File: src/include/asr_pkg.sv
package asr_pkg;

  // Memory geometry: 256K words of 16 bits, two byte lanes.
  localparam int ADDR_W      = 18;
  localparam int DATA_W      = 16;
  localparam int LANE_W      = 8;

  // Clock period of i_sys_clk in picoseconds (50 MHz).
  localparam int CLK_PS      = 20000;

  // Device timing figures in ns (fast grade) and us.
  localparam int POWERUP_US          = 100;
  localparam int ADDRESS_ACCESS_TIME = 10;
  localparam int OE_ACCESS_NS        = 5;
  localparam int WRITE_PULSE_NS      = 7;
  localparam int WRITE_DATA_SETUP    = 6;
  localparam int WRITE_TURNOFF_DELAY = 5;
  localparam int OE_TURNOFF_NS       = 5;

  // Minimum times round up to whole cycles, never below one.
  function automatic int min_cycles(input int ns);
    int c;
    c = (ns * 1000 + CLK_PS - 1) / CLK_PS;
    return (c < 1) ? 1 : c;
  endfunction

  localparam int POWERUP_CYC = (POWERUP_US * 1000000 + CLK_PS - 1) / CLK_PS;
  localparam int READ_CYC    = min_cycles(ADDRESS_ACCESS_TIME) + 1;
  localparam int WRITE_CYC   = min_cycles(WRITE_TURNOFF_DELAY + WRITE_DATA_SETUP);
  localparam int TURN_CYC    = min_cycles(OE_TURNOFF_NS);
  localparam int CNT_W       = 8;

  // User request bundle.
  typedef struct packed {
    logic              write;
    logic [ADDR_W-1:0] addr;
    logic [DATA_W-1:0] wdata;
    logic [1:0]        lane_en;  // Bit 0 lower lane, bit 1 upper lane, active high.
  } asr_req_t;

  // Memory-side pins (outputs of the controller).
  typedef struct packed {
    logic [ADDR_W-1:0] addr;
    logic              chip_sel_n;
    logic              out_en_n;
    logic              wr_en_n;
    logic              lower_lane_select_n;
    logic              upper_lane_select_n;
  } asr_pins_t;

endpackage

File: src/hdl/asr_ctrl.sv
`timescale 1ns/1ps
// Behaviour
// RULE_01: Memory is 256K words, 16 bits, two lanes.
// RULE_02: Chip select high tri-states both lanes.
// RULE_03: Read drives only lanes with select low.
// RULE_04: Write stores only lanes with select low.
// RULE_05: Selected with OE, WE high: bus floats.
// RULE_06: Write while select and WE both low.
// RULE_07: Data stable before terminating rising edge.
// RULE_08: Wait 100 us before first access.
// RULE_09: Read data valid after address access time.
// RULE_10: Old data held 3 ns after address.
// RULE_11: Read data valid 5 ns after OE.
// RULE_12: Address valid 7 ns before write end.
// RULE_13: Lane selects low 7 ns before end.
// RULE_14: OE-low write lasts turn-off plus setup.
// RULE_15: Joint select/WE rise keeps bus floating.
// RULE_16: Host never drives while device drives.
// RULE_17: Count all durations in clock periods.
module asr_ctrl
  #(
    parameter int POWERUP_CYCLES = asr_pkg::POWERUP_CYC
  )
  (
    // Clock and reset.
    input  wire logic                     i_sys_clk,
    input  wire logic                     i_rst,
    // User request side.
    input  wire logic                     i_req_valid,
    output logic                          o_req_ready,
    input  wire asr_pkg::asr_req_t        i_req,
    output logic                          o_rd_valid,
    output logic [asr_pkg::DATA_W-1:0]    o_rd_data,
    output logic                          o_init_done,
    // Memory pins.
    output asr_pkg::asr_pins_t            o_pins,
    input  wire logic [asr_pkg::DATA_W-1:0] i_dq,
    output logic [asr_pkg::DATA_W-1:0]    o_dq,
    output logic [asr_pkg::DATA_W-1:0]    o_dq_oe_n
  );
  import asr_pkg::*;

  typedef enum logic [2:0] {ST_POWER, ST_IDLE, ST_READ, ST_TURN, ST_WRITE} asr_state_t;

  asr_state_t          state_r, state_nxt;
  logic [31:0]         pwr_cnt_r, pwr_cnt_nxt;
  logic [CNT_W-1:0]    cnt_r, cnt_nxt;
  asr_pins_t           pins_r, pins_nxt;
  logic [DATA_W-1:0]   dq_r, dq_nxt;
  logic [DATA_W-1:0]   dq_oe_n_r, dq_oe_n_nxt;
  logic [DATA_W-1:0]   rd_data_r, rd_data_nxt;
  logic [1:0]          lane_r, lane_nxt;
  logic                rd_valid_r, rd_valid_nxt;
  logic [DATA_W-1:0]   dq_s1_r, dq_s2_r, dq_s3_r;
  logic [DATA_W-1:0]   dq_filt_r, dq_filt_nxt;

  // Idle pin state: deselected, all strobes high, so the device floats.
  localparam asr_pins_t PINS_IDLE = '{addr: '0, chip_sel_n: 1'b1, out_en_n: 1'b1,
                                      wr_en_n: 1'b1, lower_lane_select_n: 1'b1,
                                      upper_lane_select_n: 1'b1};

  // Read data arrives from another timing domain, so it passes three flops.
  always_ff @(posedge i_sys_clk or posedge i_rst)
  begin
    if (i_rst)
    begin
      dq_s1_r   <= '0;
      dq_s2_r   <= '0;
      dq_s3_r   <= '0;
      dq_filt_r <= '0;
    end
    else
    begin
      dq_s1_r   <= i_dq;
      dq_s2_r   <= dq_s1_r;
      dq_s3_r   <= dq_s2_r;
      dq_filt_r <= dq_filt_nxt;
    end
  end

  // A read-back word counts only once the last two stages agree, so a word caught mid-change is never taken.
  always_comb
  begin
    dq_filt_nxt = dq_filt_r;
    if (dq_s2_r == dq_s3_r)
      dq_filt_nxt = dq_s3_r;
  end

  // Sequencer next state. Each access is a full fixed-length pulse.
  always_comb
  begin
    state_nxt    = state_r;
    pwr_cnt_nxt  = pwr_cnt_r;
    cnt_nxt      = cnt_r;
    pins_nxt     = pins_r;
    dq_nxt       = dq_r;
    dq_oe_n_nxt  = dq_oe_n_r;
    rd_data_nxt  = rd_data_r;
    lane_nxt     = lane_r;
    rd_valid_nxt = 1'b0;
    case (state_r)
      ST_POWER:
      begin
        // RULE_08: power-up wait
        if (pwr_cnt_r >= 32'(POWERUP_CYCLES - 1))
          state_nxt = ST_IDLE;
        else
          pwr_cnt_nxt = pwr_cnt_r + 32'h1;
      end
      ST_IDLE:
      begin
        pins_nxt    = PINS_IDLE;
        dq_oe_n_nxt = '1;
        if (i_req_valid)
        begin
          // RULE_12: address set up with select
          pins_nxt.addr                = i_req.addr;
          pins_nxt.chip_sel_n          = 1'b0;
          // RULE_13: lane selects held whole pulse
          pins_nxt.lower_lane_select_n = ~i_req.lane_en[0];
          pins_nxt.upper_lane_select_n = ~i_req.lane_en[1];
          lane_nxt                     = i_req.lane_en;
          cnt_nxt                      = '0;
          if (i_req.write)
          begin
            // RULE_16: OE kept high so the device stays off the bus
            pins_nxt.out_en_n = 1'b1;
            dq_nxt            = i_req.wdata;
            state_nxt         = ST_WRITE;
          end
          else
          begin
            // RULE_03: read with WE high, OE low
            pins_nxt.out_en_n = 1'b0;
            state_nxt         = ST_READ;
          end
        end
      end
      ST_READ:
      begin
        // RULE_09: wait address access time
        // RULE_11: OE access covered by same wait
        // RULE_17: time counted in clocks
        if (cnt_r >= CNT_W'(READ_CYC + 2))
        begin
          // Sample lanes through the synchroniser; disabled lanes read as zero.
          rd_data_nxt  = {(lane_r[1] ? dq_filt_r[15:8] : 8'h00), (lane_r[0] ? dq_filt_r[7:0] : 8'h00)};
          rd_valid_nxt = 1'b1;
          // RULE_10: deselect before address moves
          pins_nxt     = PINS_IDLE;
          pins_nxt.addr = pins_r.addr;
          cnt_nxt      = '0;
          state_nxt    = ST_TURN;
        end
        else
          cnt_nxt = cnt_r + CNT_W'(1);
      end
      ST_TURN:
      begin
        // RULE_16: let device outputs turn off
        if (cnt_r >= CNT_W'(TURN_CYC - 1))
          state_nxt = ST_IDLE;
        else
          cnt_nxt = cnt_r + CNT_W'(1);
      end
      ST_WRITE:
      begin
        // RULE_06: WE low with select low
        pins_nxt.wr_en_n = 1'b0;
        // RULE_04: drive only enabled lanes
        dq_oe_n_nxt = {{LANE_W{~lane_r[1]}}, {LANE_W{~lane_r[0]}}};
        // RULE_14: pulse covers turn-off plus setup
        // RULE_07: data stable before WE rises
        if (cnt_r >= CNT_W'(WRITE_CYC))
        begin
          // RULE_15: WE rises first, select a cycle later
          pins_nxt.wr_en_n = 1'b1;
          cnt_nxt          = '0;
          state_nxt        = ST_TURN;
        end
        else
          cnt_nxt = cnt_r + CNT_W'(1);
      end
      default:
        state_nxt = ST_POWER;
    endcase
    // RULE_02: leaving a write releases the bus together with select, one cycle after WE rises
    if (state_r == ST_TURN)
    begin
      pins_nxt.chip_sel_n          = 1'b1;
      pins_nxt.lower_lane_select_n = 1'b1;
      pins_nxt.upper_lane_select_n = 1'b1;
      dq_oe_n_nxt                  = '1;
    end
  end

  // Sequencer registers.
  always_ff @(posedge i_sys_clk or posedge i_rst)
  begin
    if (i_rst)
    begin
      state_r    <= ST_POWER;
      pwr_cnt_r  <= '0;
      cnt_r      <= '0;
      pins_r     <= PINS_IDLE;
      dq_r       <= '0;
      dq_oe_n_r  <= '1;
      rd_data_r  <= '0;
      lane_r     <= '0;
      rd_valid_r <= 1'b0;
    end
    else
    begin
      state_r    <= state_nxt;
      pwr_cnt_r  <= pwr_cnt_nxt;
      cnt_r      <= cnt_nxt;
      pins_r     <= pins_nxt;
      dq_r       <= dq_nxt;
      dq_oe_n_r  <= dq_oe_n_nxt;
      rd_data_r  <= rd_data_nxt;
      lane_r     <= lane_nxt;
      rd_valid_r <= rd_valid_nxt;
    end
  end

  // Outputs; ready is combinational so a request is taken in the same cycle.
  assign o_req_ready = (state_r == ST_IDLE);
  assign o_init_done = (state_r != ST_POWER);
  assign o_rd_valid  = rd_valid_r;
  assign o_rd_data   = rd_data_r;
  assign o_pins      = pins_r;
  assign o_dq        = dq_r;
  assign o_dq_oe_n   = dq_oe_n_r;

endmodule // asr_ctrl

File: config.mk
export PLATFORM = sky130hd
export DESIGN_NAME = asr_ctrl
export DESIGN_NICKNAME = d
export VERILOG_FILES = /design/src/include/asr_pkg.sv /design/src/hdl/asr_ctrl.sv
export SDC_FILE = /design/constraint.sdc
export NUM_CORES = 1
export LEC_CHECK = 0
export ABC_AREA = 1
export BUFFER_PORTS_ARGS = -buffer_cell sky130_fd_sc_hd__buf_2
export CORE_UTILIZATION = 54
export DETAILED_ROUTE_END_ITERATION = 6
export GPL_ROUTABILITY_DRIVEN = 0
export HOLD_SLACK_MARGIN = 0.05
export PLACE_DENSITY = 0.84
export RECOVER_POWER = 25
export SLEW_MARGIN = 20
export SYNTH_ARGS = -nofsm -noshare
export SYNTH_HDL_FRONTEND = slang
export SYNTH_SLANG_ARGS = --single-unit
File: constraint.sdc
create_clock -name i_sys_clk -period 6.4 [get_ports i_sys_clk]
set_input_delay 1.28 -clock i_sys_clk [delete_from_list [all_inputs] [get_ports i_sys_clk]]
set_output_delay 1.28 -clock i_sys_clk [all_outputs]
set_load 0.1 [all_outputs]
==> results by group <==
Job
  – Max-cap violations: 0

STA
  – Worst rel slew slack: 37.4%
  – Hold WS: between 300 and 400 ps
  – Setup repair after global routing missed its margin: false
  – Final Hold Viols: 0
  – Period utilization: a little under three fifths
  – Fmax: around 280 MHz
  – Setup TNS: 0 ps
  – Min Tclk post-route: 3590 ps
  – Worst slew pin tran: between 900 and 1000 ps
  – Setup violators final: 0
  – Max-slew violation count: 0
  – Setup ws final: 2810 ps
  – Fin Clk Skew: 9.14 ps

Placed design
  – Pre-CTS setup slack: between 3000 and 4000 ps
  – Post-detail-place hpwl: 7.66 mm
  – DP Cell Count: 798
  – Port Buffer Count: 129

Outcome
  – Status: completed

Floorplan
  – Core ar.: about 11000 µm²
  – Die area: roughly 12000 µm²
  – Initial Util: ~55%
  – # rows: 39
  – Die X: 110 µm
  – Die Height: roughly 110 µm
  – IO Pins: 130

Synthesis
  – Count of cell types in the netlist: 31
  – Synth top cells by count: 160 x dfrtp_1, 129 x nand2_1, 42 x inv_1
  – Number of synthesized flops with an enable pin: 0
  – Post-synth top area share: 63.3%
  – Yosys warns: 0
  – Synth Net Count: approximately 630
  – Yosys top cell by area: dfrtp_1
  – Ys async rst share: 100%
  – Most common cell in the netlist: dfrtp_1
  – Top cells by area, synth: dfrtp_1 63%, nand2_1 7.6%, dfstp_2 2.9%, a22o_1 2.6%, o21ai_0 2.6%
  – Cell area after synthesis: 6330 µm²
  – Post-synthesis sequential area ratio: roughly two thirds
  – Mean Syn Cell Area: about 11 µm²
  – Post-Synthesis Cells: between 500 and 600
  – Main flop type after synthesis: dfrtp_1
  – Synthesized flop and latch total: approximately 170

Routing
  – Antenna Nets Post-Route: 0
  – Vias per cell: between 5 and 6
  – Remaining DRCs: 0
  – DRT Wirelength: approximately 12 mm
  – DR iter-0 viols: 324
  – DR vias: approximately 4200
  – Pre-antenna DRT Iters: 4
  – DR WL/cell: between 10 and 15 µm

Power
  – Sequential power share: 46.3%
  – Internal Power: 1850 µW
  – Clock group share of total power: between 40% and 50%
  – PwrDens: between 300 and 400 nW/µm²
  – Worst vdd ir: 0.422 mV
  – Total chip power: about 2400 µW
  – Static Leak: 0.00401 µW
  – Combinational share of power: under 10%
  – Psw: 527 µW
  – Switching part of the total: approximately 22%

Clocking
  – Clk sinks: between 150 and 200
  – Worst skew pair latency: roughly 420 ps
  – Maximum root-to-sink buffer count: 2
  – Clock slew at reported path FFs: roughly 60 ps
  – Post_cts resized: 0
  – H-tree Lvls: 4
  – Inserted Clock Buffers: 17
  – CTS tree: done
  – Root buf cell: clkbuf_16
  – Setup Buffers After CTS: 0
  – Hold-fix buffers, CTS: 0

GRT
  – Grt total ovfl: 0
  – Total GRT Usage: a little over a fifth
  – Vias in the first global route: around 4200
  – First-pass GRT wire length: about 19 mm
  – Pin count of the biggest net entering global routing: ~110
  – Initial antenna violation count: 0

Critical path
  – FF-to-FF path depth: 5
  – Setup crit end kind: primary output
  – Crit path kind: flip-flop to primary output
  – CP delay by family, top: simple AND/OR/NAND/NOR gates
  – Reg2Reg Setup Slack: approximately 3700 ps
  – WP data required: between 5000 and 6000 ps
  – Arr. time, crit path: roughly 2300 ps
  – Worst path slowest cell: nand2_1
  – Cells along the critical path: nor2_1, nand2_1, inv_1, buf_2
  – Critical path launch point: state_r[2]$_DFFE_PP0P_
  – Reg2reg end: o_dq[0]$_DFFE_PP0P_
  – Critical path startpoint category: flip-flop
  – WP buf/inv: 2
  – Max incr delay on CP: around 560 ps
  – Critical Path End: o_req_ready
  – Crit Path Max Fanout: 23
  – WP depth: 4
  – Reg-to-Reg Start: state_r[2]$_DFFE_PP0P_

Final layout
  – Area growth syn-to-layout: 19.3%
  – Filler instances: a little over 800
  – Area of the multi-input gates: 1710 µm²
  – Proportion of layout cells with a drive suffix above 1: 27.6%
  – # nets final: 735
  – Reg area: roughly 4200 µm²
  – Antenna cells: 0
  – Final instance count without filler cells: 829

Min path
  – Worst Hold Class: flip-flop to flip-flop
## cell usage in the layout, fill, tap and decap left out, drive strengths merged, types with 4 or more instances in the layout
master / n
nand3: 25
nand2: 134
o21ai: 36
dfstp: 7
bufinv: 6
buf: 129
a21oi: 4
clkbuf: 20
ha: 5
xnor2: 11
nand4: 5
nor2: 45
mux2: 16
inv: 44
dfrtp: 160
xor2: 8
a22o: 19
## routing by layer
| metal | up-vias | global-route usage, % | share of wire [%] |
|---|---|---|---|
| met5 | - | 0 | 0 |
| met4 | 0 | 9.96 | 2.2 |
| met3 | 27 | 4.82 | 4.4 |
| met2 | 123 | 32.9 | 49 |
| met1 | 2044 | 27.7 | 45 |
| li1 | 2007 | - | - |
## cell families after synthesis
| logic type | Yosys count | share of synthesized area [%] |
|---|---|---|
| muxes | 16 | 3.38 |
| xor gates and xnor gates | 19 | 2.63 |
| and+or+nand+nor | 213 | 14.1 |
| adders and majority gates | 5 | 0.988 |
| DFF | 167 | 66.2 |
| AOI/OAI and AO/OA | 62 | 6.13 |
| buffers and inverters | 90 | 6.64 |
## registers in the layout (all words and copies together), names as in the netlist, 2 cells and up
| signal | cells |
|---|---|
| dq_s3_r | 16 |
| o_rd_data | 16 |
| dq_filt_r | 16 |
| o_dq_oe_n | 2 |
| cnt_r | 8 |
| dq_s1_r | 16 |
| dq_s2_r | 16 |
| lane_r | 2 |
| state_r | 3 |
| pwr_cnt_r | 32 |
| o_pins | 23 |
| o_dq | 16 |
## worst reg2reg max path, cell delays in order (launching register included)
cell and delay, ps:
dfrtp_1 400, nor2_1 250, nand2_1 560, nor2_4 650, nand2_4 300, mux2_4 380
## through the flow
step           utilization [%]  instance area [µm²]
2_1_floorplan                -                 6330
3_5_place_dp              60.5                 6910
5_1_grt                   66.1                 7550
4_1_cts                   66.3                 7570
3_3_place_gp              60.5                 6910
6_report                  66.1                 7550
## worst min-delay path by stage
stage	start	endpoint	slack, ps	cells after the start
detailed placement	dq_s1_r[3]$_DFF_PP0_	dq_s2_r[3]$_DFF_PP0_	340	0
global placement	dq_s1_r[4]$_DFF_PP0_	dq_s2_r[4]$_DFF_PP0_	330	0
global route	dq_s1_r[6]$_DFF_PP0_	dq_s2_r[6]$_DFF_PP0_	350	0
finish	dq_s1_r[6]$_DFF_PP0_	dq_s2_r[6]$_DFF_PP0_	350	0
floorplan	dq_s1_r[0]$_DFF_PP0_	dq_s2_r[0]$_DFF_PP0_	330	0
CTS	dq_s1_r[13]$_DFF_PP0_	dq_s2_r[13]$_DFF_PP0_	350	0
## area by class of cell
class	instances	area share, %
inverters	43	2.20
multi-input cells	315	22.6
flip-flops and latches	167	55.5
clock inverters	12	2.98
clock buffers	19	5.73
well taps	143	2.37
repair buffers	130	8.63
## power groups by stage
stage / Sequential (µW) / Clock (µW) / Combinational, µW
after floorplan: 1180 / 0 / 38.3
after global placement: 1120 / 0 / 143
after detailed placement: 1120 / 0 / 146
after CTS: 1100 / 1140 / 147
after global routing: 1100 / 1190 / 155
final: 1100 / 1130 / 145
Power figures use the tool's default switching activity.
